--- src/fss_pkg.sv ---
// Constants for the fast sample streamer: register map, fields,
// reset values and timing counts. Assumes a 20 MHz system clock.
package fss_pkg;
    localparam int unsigned CLK_HZ          = 20_000_000;
    localparam int unsigned START_DELAY_MS  = 500;
    localparam int unsigned START_DELAY_CYC = CLK_HZ / 1000 * START_DELAY_MS;
    localparam int unsigned FULL_POWER_RESET_CMD_HOLD_S     = 5;
    localparam int unsigned FULL_POWER_RESET_CMD_HOLD_CYC   = CLK_HZ * FULL_POWER_RESET_CMD_HOLD_S;
    localparam int unsigned MAX_RATE_HZ     = 512;
    localparam int unsigned MIN_PERIOD_CYC  = (CLK_HZ + MAX_RATE_HZ - 1) / MAX_RATE_HZ;
    localparam int unsigned SER_BAUD        = 115200;
    localparam int unsigned SER_CHAR_BITS   = 10;
    localparam int unsigned SER_BYTE_CYC    = CLK_HZ / SER_BAUD * SER_CHAR_BITS;
    localparam int unsigned TIMER_W         = 27;

    // Register byte offsets
    localparam logic [7:0] OFS_CTRL   = 8'h00;
    localparam logic [7:0] OFS_OUTSEL = 8'h04;
    localparam logic [7:0] OFS_CMD    = 8'h08;
    localparam logic [7:0] OFS_STATUS = 8'h0C;
    localparam logic [7:0] OFS_ERR    = 8'h10;
    localparam logic [7:0] OFS_RATE   = 8'h14;
    localparam logic [7:0] OFS_OFSX   = 8'h18;
    localparam logic [7:0] OFS_OFSY   = 8'h1C;
    localparam logic [7:0] OFS_RATIO  = 8'h20;
    localparam logic [7:0] OFS_ID     = 8'h24;

    // CTRL fields
    localparam int CTRL_FAST = 0;
    localparam int CTRL_EXP  = 1;
    localparam int CTRL_LOOP = 3;
    // CMD fields, write one to issue
    localparam int CMD_DSTART = 0;
    localparam int CMD_ISTART = 1;
    localparam int CMD_PAUSE  = 2;
    localparam int CMD_CFGRST = 3;
    localparam int CMD_FULL_POWER_RESET_CMD   = 4;
    localparam int CMD_BREAD  = 5;
    // STATUS fields
    localparam int ST_IFRDY  = 0;
    localparam int ST_STORE  = 1;
    localparam int ST_PEND   = 2;
    localparam int ST_BREAD  = 3;
    localparam int ST_FULL_POWER_RESET_CMD   = 4;
    localparam int ST_COUNT  = 8;
    // ERR fields
    localparam int ERR_OVR = 0;

    // Reset values
    localparam logic [15:0] RATIO_ONE   = 16'h1000;
    localparam int          RATIO_SHIFT = 12;
    localparam logic [1:0]  EXP_X1      = 2'h0;
    localparam logic [1:0]  EXP_X10     = 2'h1;
    localparam logic        OUT_PAR     = 1'b0;
    localparam logic [31:0] DEVICE_ID   = 32'h5A3C_0001; // Arbitrary value

    // Scaling: code 29788 is full scale
    localparam logic signed [47:0] FULL_SCALE_CODE = 48'sd29788;
    localparam int                 FRAC_SHIFT      = 15;
    localparam logic signed [47:0] MUL_X1   = 48'sd1;
    localparam logic signed [47:0] MUL_X10  = 48'sd10;
    localparam logic signed [47:0] MUL_X100 = 48'sd100;
    localparam logic signed [47:0] SAT_MAX  = 48'sd32767;
    localparam logic signed [47:0] SAT_MIN  = -48'sd32768;
endpackage

--- src/fss_timer.sv ---
// Loadable down counter; done is high in the last counted cycle.
// Assumes load and load_val come from the same clock domain.
`timescale 1ns/1ps
`default_nettype none
module fss_timer #(
    parameter int W = 27
) (
    input  wire logic         clk,
    input  wire logic         rst,
    input  wire logic         load,
    input  wire logic [W-1:0] load_val,
    output logic              busy,
    output logic              done
);
    logic [W-1:0] cnt_reg;
    logic [W-1:0] cnt_next;

    assign cnt_next = load ? load_val : (busy ? cnt_reg - W'(1) : cnt_reg);
    assign busy     = (cnt_reg != '0);
    assign done     = (cnt_reg == W'(1));

    always_ff @(posedge clk) begin
        if (rst) begin
            cnt_reg <= '0;
        end else begin
            cnt_reg <= cnt_next;
        end
    end
endmodule
`default_nettype wire

--- src/fast_sample_streamer.sv ---
// Fast sample streamer: stores adjusted X/Y samples and streams them
// to the parallel bus listener; binary buffer dump on the serial port.
// Assumes MEAS_X/MEAS_Y on CLK; GPIB_READY and GPIB_TALK from pins.
//
// Our own choices: register access over AHB-Lite and the placing of the registers.
`timescale 1ns/1ps
`default_nettype none
module fast_sample_streamer
    import fss_pkg::*;
#(
    parameter int DEPTH             = 16,
    parameter int START_DELAY_CYCLES = START_DELAY_CYC,
    parameter int FULL_POWER_RESET_CMD_HOLD_CYCLES   = FULL_POWER_RESET_CMD_HOLD_CYC,
    parameter int MIN_PERIOD_CYCLES  = MIN_PERIOD_CYC
) (
    input  wire logic        CLK,
    input  wire logic        SYS_RST,
    input  wire logic        HSEL,
    input  wire logic [31:0] HADDR,
    input  wire logic [1:0]  HTRANS,
    input  wire logic        HWRITE,
    input  wire logic [2:0]  HSIZE,
    input  wire logic [31:0] HWDATA,
    input  wire logic        HREADY,
    output logic      [31:0] HRDATA,
    output logic             HREADYOUT,
    output logic             HRESP,
    input  wire logic [15:0] MEAS_X,
    input  wire logic [15:0] MEAS_Y,
    input  wire logic        GPIB_READY,
    input  wire logic        GPIB_TALK,
    output logic      [7:0]  GPIB_DATA,
    output logic             GPIB_VALID,
    output logic      [7:0]  SER_DATA,
    output logic             SER_STROBE,
    output logic             DSP_RELOAD
);
    localparam int AW = $clog2(DEPTH);
    localparam int TW = TIMER_W;

    // Bus slave state
    logic [7:0]  a_reg;
    logic        wr_pend_reg, rd_pend_reg, rdy_reg, resp_reg;
    logic [31:0] hrdata_reg;
    // Configuration
    logic        fast_reg, loop_reg, outsel_reg, ovr_reg;
    logic [1:0]  exp_reg;
    logic [TW-1:0] rate_reg;
    logic [15:0] ofsx_reg, ofsy_reg, ratio_reg;
    // Storage
    logic [31:0] buf_reg [DEPTH];
    logic [AW-1:0] head_reg;
    logic [AW:0] cnt_reg;
    logic        store_reg, pend_reg;
    // Parallel framer
    logic [31:0] gsh_reg;
    logic [2:0]  gleft_reg;
    logic [7:0]  gdata_reg;
    logic        gvalid_reg;
    // Serial dump
    logic [31:0] ssh_reg;
    logic [AW-1:0] sptr_reg;
    logic [AW:0] sleft_reg;
    logic [1:0]  sbyte_reg;
    logic        sbusy_reg, sstb_reg, reload_reg;
    logic [7:0]  sdata_reg;
    // Pin synchronisers
    logic [1:0]  rdy_sync_reg, talk_sync_reg;

    // Decode
    wire         addr_ok  = HSEL & HREADY & HTRANS[1];
    wire         full_power_reset_cmd_busy;
    wire         we       = wr_pend_reg & ~full_power_reset_cmd_busy;
    wire         w_ctrl   = we & (a_reg == OFS_CTRL);
    wire         w_out    = we & (a_reg == OFS_OUTSEL);
    wire         w_cmd    = we & (a_reg == OFS_CMD);
    wire         w_err    = we & (a_reg == OFS_ERR);
    wire         w_rate   = we & (a_reg == OFS_RATE);
    wire         c_dstart = w_cmd & HWDATA[CMD_DSTART];
    wire         c_istart = w_cmd & HWDATA[CMD_ISTART];
    wire         c_pause  = w_cmd & HWDATA[CMD_PAUSE];
    wire         c_full_power_reset_cmd   = w_cmd & HWDATA[CMD_FULL_POWER_RESET_CMD];
    wire         cfg_rst  = SYS_RST | c_full_power_reset_cmd | (w_cmd & HWDATA[CMD_CFGRST]);
    wire         com_rst  = SYS_RST | c_full_power_reset_cmd;
    wire         c_bread  = w_cmd & HWDATA[CMD_BREAD] & ~sbusy_reg & (cnt_reg != '0);
    wire         rdy_s    = rdy_sync_reg[1];
    wire         talk_s   = talk_sync_reg[1];
    wire         iface_rdy = ~sbusy_reg & ~full_power_reset_cmd_busy;

    // Timers
    wire rate_done, start_busy, start_done, byte_done;
    wire tick = start_done | (store_reg & rate_done) | c_istart;
    wire full = (cnt_reg == (AW+1)'(DEPTH));
    wire store_ok = tick & (~full | loop_reg);
    wire fast_path = fast_reg & ~outsel_reg;
    wire stream_go = store_ok & fast_path;
    wire overrun = stream_go & ((gleft_reg != '0) | ~rdy_s | ~talk_s);
    wire gsend = (gleft_reg != '0) & rdy_s;
    wire semit = sbusy_reg & byte_done;
    wire [TW-1:0] rate_w = (HWDATA[TW-1:0] < TW'(MIN_PERIOD_CYCLES))
                           ? TW'(MIN_PERIOD_CYCLES) : HWDATA[TW-1:0];

    fss_timer #(.W(TW)) u_rate (
        .clk(CLK), .rst(cfg_rst), .load(tick), .load_val(rate_reg),
        .busy(), .done(rate_done));
    fss_timer #(.W(TW)) u_start (
        .clk(CLK), .rst(cfg_rst), .load(c_dstart),
        .load_val(TW'(START_DELAY_CYCLES)), .busy(start_busy), .done(start_done));
    fss_timer #(.W(TW)) u_full_power_reset_cmd (
        .clk(CLK), .rst(SYS_RST), .load(c_full_power_reset_cmd),
        .load_val(TW'(FULL_POWER_RESET_CMD_HOLD_CYCLES)), .busy(full_power_reset_cmd_busy), .done());
    fss_timer #(.W(TW)) u_byte (
        .clk(CLK), .rst(com_rst), .load(c_bread | semit),
        .load_val(c_bread ? TW'(1) : TW'(SER_BYTE_CYC)), .busy(), .done(byte_done));

    // Offset, ratio, expand, then scale to full-scale code
    function automatic logic [15:0] adjust(input logic [15:0] raw, input logic [15:0] ofs,
                                           input logic [15:0] ratio, input logic [1:0] esel);
        logic signed [47:0] v;
        logic signed [47:0] m;
        v = 48'(signed'(raw)) - 48'(signed'(ofs));
        v = (v * signed'(48'(ratio))) >>> RATIO_SHIFT;
        m = (esel == EXP_X1) ? MUL_X1 : ((esel == EXP_X10) ? MUL_X10 : MUL_X100);
        v = ((v * m) * FULL_SCALE_CODE) >>> FRAC_SHIFT;
        if (v > SAT_MAX) begin
            adjust = 16'h7FFF;
        end else if (v < SAT_MIN) begin
            adjust = 16'h8000;
        end else begin
            adjust = v[15:0];
        end
    endfunction

    wire [31:0] sample = {adjust(MEAS_X, ofsx_reg, ratio_reg, exp_reg),
                          adjust(MEAS_Y, ofsy_reg, ratio_reg, exp_reg)};
    wire [AW-1:0] wr_idx = head_reg + cnt_reg[AW-1:0];

    wire [31:0] status = {16'h0000, (8-AW-1)'(0), cnt_reg, 3'h0, full_power_reset_cmd_busy,
                          sbusy_reg, start_busy, store_reg, iface_rdy};
    logic [31:0] rd_mux;
    always_comb begin
        unique case (a_reg)
            OFS_CTRL:   rd_mux = {28'h0, loop_reg, exp_reg, fast_reg};
            OFS_OUTSEL: rd_mux = {31'h0, outsel_reg};
            OFS_STATUS: rd_mux = status;
            OFS_ERR:    rd_mux = {31'h0, ovr_reg};
            OFS_RATE:   rd_mux = 32'(rate_reg);
            OFS_OFSX:   rd_mux = {16'h0, ofsx_reg};
            OFS_OFSY:   rd_mux = {16'h0, ofsy_reg};
            OFS_RATIO:  rd_mux = {16'h0, ratio_reg};
            OFS_ID:     rd_mux = DEVICE_ID;
            default:    rd_mux = 32'h0000_0000;
        endcase
    end

    // Bus slave: writes zero wait, reads one wait
    always_ff @(posedge CLK) begin
        if (SYS_RST) begin
            a_reg       <= 8'h00;
            wr_pend_reg <= 1'b0;
            rd_pend_reg <= 1'b0;
            rdy_reg     <= 1'b1;
            resp_reg    <= 1'b0;
            hrdata_reg  <= 32'h0000_0000;
        end else begin
            if (addr_ok) begin
                a_reg <= HADDR[7:0];
            end
            wr_pend_reg <= addr_ok & HWRITE;
            rd_pend_reg <= addr_ok & ~HWRITE;
            rdy_reg     <= ~(addr_ok & ~HWRITE);
            if (rd_pend_reg) begin
                hrdata_reg <= rd_mux;
            end
        end
    end

    // Configuration registers
    always_ff @(posedge CLK) begin
        if (cfg_rst) begin
            fast_reg  <= 1'b0;
            loop_reg  <= 1'b0;
            exp_reg   <= EXP_X1;
            ovr_reg   <= 1'b0;
            rate_reg  <= TW'(MIN_PERIOD_CYCLES);
            ofsx_reg  <= 16'h0000;
            ofsy_reg  <= 16'h0000;
            ratio_reg <= RATIO_ONE;
        end else begin
            if (overrun || (w_out && HWDATA[0])) begin
                fast_reg <= 1'b0;
            end else if (w_ctrl) begin
                fast_reg <= HWDATA[CTRL_FAST] & ~outsel_reg;
            end
            if (w_ctrl) begin
                exp_reg  <= HWDATA[CTRL_EXP+1:CTRL_EXP];
                loop_reg <= HWDATA[CTRL_LOOP];
            end
            // Set wins over write-one-clear
            ovr_reg <= overrun | (ovr_reg & ~(w_err & HWDATA[ERR_OVR]));
            if (w_rate) begin
                rate_reg <= rate_w;
            end
            if (we && a_reg == OFS_OFSX) begin
                ofsx_reg <= HWDATA[15:0];
            end
            if (we && a_reg == OFS_OFSY) begin
                ofsy_reg <= HWDATA[15:0];
            end
            if (we && a_reg == OFS_RATIO) begin
                ratio_reg <= HWDATA[15:0];
            end
        end
    end

    // Storage control and buffer
    always_ff @(posedge CLK) begin
        if (cfg_rst) begin
            store_reg <= 1'b0;
            pend_reg  <= 1'b0;
            head_reg  <= '0;
            cnt_reg   <= '0;
        end else begin
            pend_reg <= c_dstart | (pend_reg & ~start_done);
            if (c_pause || (tick && full && !loop_reg)) begin
                store_reg <= 1'b0;
            end else if (start_done || c_istart) begin
                store_reg <= 1'b1;
            end
            if (store_ok && !full) begin
                cnt_reg <= cnt_reg + (AW+1)'(1);
            end else if (store_ok) begin
                head_reg <= head_reg + AW'(1);
            end
        end
    end

    always_ff @(posedge CLK) begin
        if (store_ok) begin
            buf_reg[wr_idx] <= sample;
        end
    end

    // Pin synchronisers and parallel framer
    always_ff @(posedge CLK) begin
        if (com_rst) begin
            outsel_reg    <= OUT_PAR;
            rdy_sync_reg  <= 2'b00;
            talk_sync_reg <= 2'b00;
            gleft_reg     <= 3'h0;
            gsh_reg       <= 32'h0000_0000;
            gdata_reg     <= 8'h00;
            gvalid_reg    <= 1'b0;
        end else begin
            if (w_out) begin
                outsel_reg <= HWDATA[0];
            end
            rdy_sync_reg  <= {rdy_sync_reg[0], GPIB_READY};
            talk_sync_reg <= {talk_sync_reg[0], GPIB_TALK};
            gvalid_reg    <= gsend;
            if (gsend) begin
                gdata_reg <= gsh_reg[31:24];
                gsh_reg   <= {gsh_reg[23:0], 8'h00};
                gleft_reg <= gleft_reg - 3'h1;
            end else if (stream_go && !overrun) begin
                gsh_reg   <= sample;
                gleft_reg <= 3'h4;
            end
        end
    end

    // Serial binary buffer dump, raw bytes with no gaps
    always_ff @(posedge CLK) begin
        if (com_rst || cfg_rst) begin
            sbusy_reg  <= 1'b0;
            sstb_reg   <= 1'b0;
            sdata_reg  <= 8'h00;
            ssh_reg    <= 32'h0000_0000;
            sptr_reg   <= '0;
            sleft_reg  <= '0;
            sbyte_reg  <= 2'h0;
            reload_reg <= c_full_power_reset_cmd;
        end else begin
            reload_reg <= 1'b0;
            sstb_reg   <= semit;
            if (c_bread) begin
                sbusy_reg <= 1'b1;
                ssh_reg   <= buf_reg[head_reg];
                sptr_reg  <= head_reg + AW'(1);
                sleft_reg <= cnt_reg - (AW+1)'(1);
                sbyte_reg <= 2'h0;
            end else if (semit) begin
                sdata_reg <= ssh_reg[31:24];
                sbyte_reg <= sbyte_reg + 2'h1;
                if (sbyte_reg != 2'h3) begin
                    ssh_reg <= {ssh_reg[23:0], 8'h00};
                end else if (sleft_reg == '0) begin
                    sbusy_reg <= 1'b0;
                end else begin
                    ssh_reg   <= buf_reg[sptr_reg];
                    sptr_reg  <= sptr_reg + AW'(1);
                    sleft_reg <= sleft_reg - (AW+1)'(1);
                end
            end
        end
    end

    assign HRDATA     = hrdata_reg;
    assign HREADYOUT  = rdy_reg;
    assign HRESP      = resp_reg;
    assign GPIB_DATA  = gdata_reg;
    assign GPIB_VALID = gvalid_reg;
    assign SER_DATA   = sdata_reg;
    assign SER_STROBE = sstb_reg;
    assign DSP_RELOAD = reload_reg;

    // Checks
    logic [TW-1:0] pcnt_reg;
    always_ff @(posedge CLK) begin
        if (SYS_RST) begin
            pcnt_reg <= '0;
        end else begin
            pcnt_reg <= pend_reg ? pcnt_reg + TW'(1) : '0;
        end
    end
endmodule
`default_nettype wire

--- config.mk ---
export PLATFORM = sky130hd
export DESIGN_NAME = fast_sample_streamer
export DESIGN_NICKNAME = d
export VERILOG_FILES = /design/src/fss_pkg.sv /design/src/fss_timer.sv /design/src/fast_sample_streamer.sv
export SDC_FILE = /design/constraint.sdc
export NUM_CORES = 2
export LEC_CHECK = 0
export ABC_AREA = 1
export BUFFER_PORTS_ARGS = -buffer_cell sky130_fd_sc_hd__buf_2
export CAP_MARGIN = 40
export CORE_MARGIN = 4
export CORE_UTILIZATION = 48
export CTS_CLUSTER_SIZE = 28
export DETAILED_ROUTE_END_ITERATION = 8
export GPL_TIMING_DRIVEN = 0
export HOLD_SLACK_MARGIN = 0.12
export SETUP_SLACK_MARGIN = 0.3
export SYNTH_ARGS = -nofsm -noshare
export SYNTH_HDL_FRONTEND = slang
export SYNTH_HIERARCHICAL = 1
export SYNTH_SLANG_ARGS = --single-unit
--- constraint.sdc ---
create_clock -name CLK -period 32.9 [get_ports CLK]
set_input_delay 0 -clock CLK [delete_from_list [all_inputs] [get_ports CLK]]
set_output_delay 0 -clock CLK [all_outputs]
set_load 0.005 [all_outputs]
* Word-level counts from Yosys, hierarchy flattened
Memories as Yosys holds them, arrays and structs flattened. A register that Yosys moved wholly into a read port is not among the register bits. Cells that the tools add are included.
Storage, ports and cells: bits in registers 344, word-level logic and storage cells 216, memories 1, output and inout bits 53, memory bits (writable) 512, input bits 108
Cells by class: magnitude comparators 5, reduce and logical (&&, ||, !) cells 42, equality and inequality tests 18, multipliers 6, multiplexer cells 43, $add $sub $neg 14, bitwise logic cells 49
Memory list:
- buf_reg | words 16, width 32, read ports 2, clocked after Yosys merged registers in 2, wr ports 1, line fast_sample_streamer.sv:51 | logic [31:0] buf_reg [DEPTH];
Operators by type and width (count):
- case mux 31 bit (9 select lines) | 1
- two-way mux 32 bit | 6
- two-way mux 27 bit | 7
- nonzero test 27 bit | 4
- subtractor 27 x 1 -> 27 bit (second input constant) | 4
- multiplier 30 x 14 -> 44 bit (second input constant) | 2
- == test 27 x 1 -> 1 bit (second input constant) | 3
- multiplier 17 x 17 -> 34 bit | 2
- two-way mux 16 bit | 4
- greater-than comparator 31 x 16 -> 1 bit (second input constant) | 2
- < comparator 31 x 16 -> 1 bit (second input constant) | 2
- multiplier 22 x 8 -> 30 bit | 2
- two-way mux 24 bit | 2
- subtractor 16 x 16 -> 17 bit | 2
- == test 8 x 5 -> 1 bit (second input constant) | 4
- two-way mux 4 bit | 8
- bitwise AND 1 bit | 29
- < comparator 27 x 16 -> 1 bit (second input constant) | 1
- two-way mux 5 bit | 4
- == test 8 x 4 -> 1 bit (second input constant) | 2
- == test 8 x 6 -> 1 bit (second input constant) | 2
- two-way mux 7 bit | 2
- nonzero test 2 bit | 7
- OR reduction 2 bit | 6
- 26 further kinds | 69

* Longest topological paths before layout
depth in word-level cells 13, mapped depth 94

* Cells and area by module
Netlist, hierarchy kept.
Modules (own cells, without submodules):
- fast_sample_streamer | seq. area each 20179.4 sq um, instances 1, area each 85729.7 sq um, cells each 10448
- fss_timer | seq. area each 540.5 sq um, instances 4, area each 1791.7 sq um, cells each 295

* Least setup slack after synthesis
OpenSTA, ideal clock, no wires.
path type flip-flop to flip-flop, from reg ofsy_reg[0], to reg gsh_reg[0], path buffers 2, setup time 70 ps, arrival time 15834 ps, setup slack 16997 ps, clock period less this slack 15903 ps, cell stages (with the launch flop) 81, path through dfxtp_1 ha_1 fa_1 nand3b_1 nand2_1 a21oi_1 inv_1 nand2_1 nand2_1 a21oi_1 o21ai_0 nand2_1 nand2_1 a21oi_1 or2_2 nand2_2 inv_1 nand2_1 [45 not listed] nor2_2 nand2_2 inv_2 nand2_1 nor2_1 o21ai_1 nand3_1 nand2_1 nand2_2 nand2_1 nor2_1 nand3_1 nand2_2 buf_8 nand2_1 nand2_1 nand2_1 o21ai_1
On the way: longest elaborated chain between the ends 7, elaborated cells on any way between the ends 8, those cells by class add/sub: 1; mul: 3; order compare: 2; mux: 2
Ends and longest elaborated chain:
- from (decl) | line fast_sample_streamer.sv:49 | logic [15:0] ofsx_reg, ofsy_reg, ratio_reg;
- from (signal assigned) | line fast_sample_streamer.sv:208 | ofsy_reg <= HWDATA[15:0];
- subtractor 16 x 16 -> 17 bit * | line fast_sample_streamer.sv:121 | v = 48'(signed'(raw)) - 48'(signed'(ofs));
- multiplier 17 x 17 -> 34 bit * | line fast_sample_streamer.sv:122 | v = (v * signed'(48'(ratio))) >>> RATIO_SHIFT;
- multiplier 22 x 8 -> 30 bit * | line fast_sample_streamer.sv:124 | v = ((v * m) * FULL_SCALE_CODE) >>> FRAC_SHIFT;
- multiplier 30 x 14 -> 44 bit * | line fast_sample_streamer.sv:124
- < comparator 31 x 16 -> 1 bit | line fast_sample_streamer.sv:127 | end else if (v < SAT_MIN) begin
- two-way mux 16 bit | line fast_sample_streamer.sv:127
- two-way mux 16 bit * | line fast_sample_streamer.sv:125 | if (v > SAT_MAX) begin
- via sample[0] | line fast_sample_streamer.sv:134 | wire [31:0] sample = {adjust(MEAS_X, ofsx_reg, ratio_reg, exp_reg),
- to (signal assigned) | line fast_sample_streamer.sv:263 | gsh_reg <= {gsh_reg[23:0], 8'h00};
- to (signal assigned) | line fast_sample_streamer.sv:266 | gsh_reg <= sample;
- to (decl) | line fast_sample_streamer.sv:56 | logic [31:0] gsh_reg;
The timed path passes the listed nets; every way through them passes the cells marked *. A chain may end at the register's enable or synchronous reset.

* Worst setup path in the final report
from reg ofsy_reg[6], to reg gsh_reg[1]
The elaborated chain is that of the path after synthesis.

==> flow_summary.ini <==
[sta]
max-slew-margin-rel = 0.279
whs_ns = 0.171
final_max_slew_viol_count = 0
final_critical_path_setup_slack_ns = 12.58
setup_repair_after_global_routing_missed_its_margin = false
worst_slew_pin_slew_ns = 1.08
skew_ns = 0.0954
period_share = 0.617
finalWorstPathRequiredPeriod_ns = 20.32
final_setup_violation_count = 0
tns_ns = 0
finalHoldViolations = 0
max_freq_mhz = 49.2

[drt]
detailed_routing_iteration_count_for_the_pre_antenna_repair_pass = 9
routed_via_density = 5.64
drt_drc_violations_left = 0
routed_via_count = 83500
drtIter0Drc = 10100
antenna_violating_nets_left = 0
wirelength_mm = 352
routedWlPerCell_um = 23.8

[worst_setup_path]
worst-endpoint-required_ns = 33.60
reg2reg_slack_ns = 12.58
critPathKind = register to register
critical_path_peak_fanout = 20
max_stage_delay_ns = 0.65
cp_capture_type = register
r2r_cells = 77
crit_path_top_delay_cell = fa_1
cp_data_arrival_time_ns = 21.02
crit-reg2reg-launch = ofsy_reg[6]$_SDFFE_PP0P_
timing.critical_path.from_type = register
timing.critical_path.mode_cell = nand2_1
r2r-end = gsh_reg[1]$_SDFFE_PP0P_
critPathBufInv = 17
timing.critical_path.max_delay_family = adder cells

[finish]
max_reg_flops = 512
drive_gt1_frac = 0.0593
syn_to_final_growth_pct = 11.8
nNetsFinal = 14100
mostFrequentLayoutCells = 2555 x inv_1, 2005 x nand2_1, 1079 x fa_1, 944 x nor2_1, 872 x a21oi_1
layout.cells.most_common = inv_1
filler_cell_count = 18300

[yosys]
synthesis.area_per_instance_um2 = 7.99
synthesis.instances = 11600
ys_warn_count = 6
synth.cell_area_mm2 = 0.0928

[clocking]
cts_tree = done
clockRootBuffer = clkbuf_16
cts_num_sinks = 860
clock_latency_on_the_worst_skew_pair_ns = 0.81
clock_buffers_created_by_tritoncts = 100
clock_tree.htree_level_count = 3
cts.repair_timing.setup_buffer_count = 0
cts-root-to-sink-buffers = 3
cts_resized = 0
clock_pin_slew_on_the_worst_setup_and_hold_paths_ns = 0.06

[grt]
grt_first_pass_wirelength_mm = 525
global_route.overflow_total = 0
antenna_found_initial = 17
grt_pass1_vias = 83500
grt_start_max_net_pins = 22
track_usage = 0.351

[flow_run]
maxCapViolations = 0

[placement]
port_buffers = 124
place.detailed.hpwl_mm = 282
placement.setup.worst_slack_ns = 12.98
place_congestion = 1.09

[floorplanning]
core_mm2 = 0.192
rows = 161
fp.dieArea_mm2 = 0.201
die_width_um = 448
boundaryPins = 161
initial_utilization = 0.483
dieHeight_um = 448

[hold_path]
min_delay_path_depth = 4
worstHoldPathType = input pin to register
hold_start = HWDATA[15]
timing.hold.worst_endpoint = ofsy_reg[15]$_SDFFE_PP0P_

[outcome]
result_of_the_run = finished clean
[per-layer routing]
layer / GRT usage / part of all wire / up-vias
li1: - / - / 37500
met1: 0.461 / 0.39 / 40000
met2: 0.536 / 0.43 / 4779
met3: 0.0959 / 0.12 / 1194
met4: 0.175 / 0.062 / 10
met5: 0 / 0.00019 / -
[per-stage QoR]
step | cells | utilization | instance area (um^2)
after floorplan | 11700 | - | 93100
after global placement | 14300 | 0.504 | 96900
after detailed placement | 14500 | 0.516 | 99300
after CTS | 14800 | 0.539 | 104000
after global routing | 14800 | 0.540 | 104000
final | 14800 | 0.540 | 104000
[final cells by class]
type / instances / area (um^2) / area share
Antenna cell: 8 / 20.0 / 0.000193
Buffer: 398 / 1630 / 0.0157
Clock buffer: 131 / 2710 / 0.0261
Clock inverter: 58 / 699 / 0.00674
Inverter: 2598 / 9770 / 0.0941
Multi-Input combinational cell: 7843 / 59500 / 0.573
Sequential cell: 860 / 22300 / 0.215
Tap cell: 2526 / 3160 / 0.0304
Timing Repair Buffer: 380 / 3940 / 0.0380
[what timing repair did]
item	in CTS	in global routing
setup endpoints to repair	0	0
endpoints found under the hold margin	135	0
hold buffers	99	0
[worst min-delay path, stage by stage]
cell           delay, ns
dlygate4sd3_1       0.54
buf_2               0.20
nand2_1             0.09
a21oi_1             0.06
[worst max-delay path by stage]
stage                             startpoint                       to  slack (ns)  cells after the start
floorplan           ofsy_reg[0]$_SDFFE_PP0P_  gsh_reg[0]$_SDFFE_PP0P_       17.00                     80
global placement    ofsy_reg[6]$_SDFFE_PP0P_  gsh_reg[1]$_SDFFE_PP0P_       13.18                     77
detailed placement  ofsy_reg[6]$_SDFFE_PP0P_  gsh_reg[0]$_SDFFE_PP0P_       12.98                     77
CTS                 ofsy_reg[6]$_SDFFE_PP0P_  gsh_reg[5]$_SDFFE_PP0P_       12.92                     77
global route        ofsy_reg[6]$_SDFFE_PP0P_  gsh_reg[1]$_SDFFE_PP0P_       11.19                     77
finish              ofsy_reg[6]$_SDFFE_PP0P_  gsh_reg[1]$_SDFFE_PP0P_       12.58                     77
Power is not shown: default switching activity piles up to over one toggle a cycle in this logic, so the estimate is an artifact.
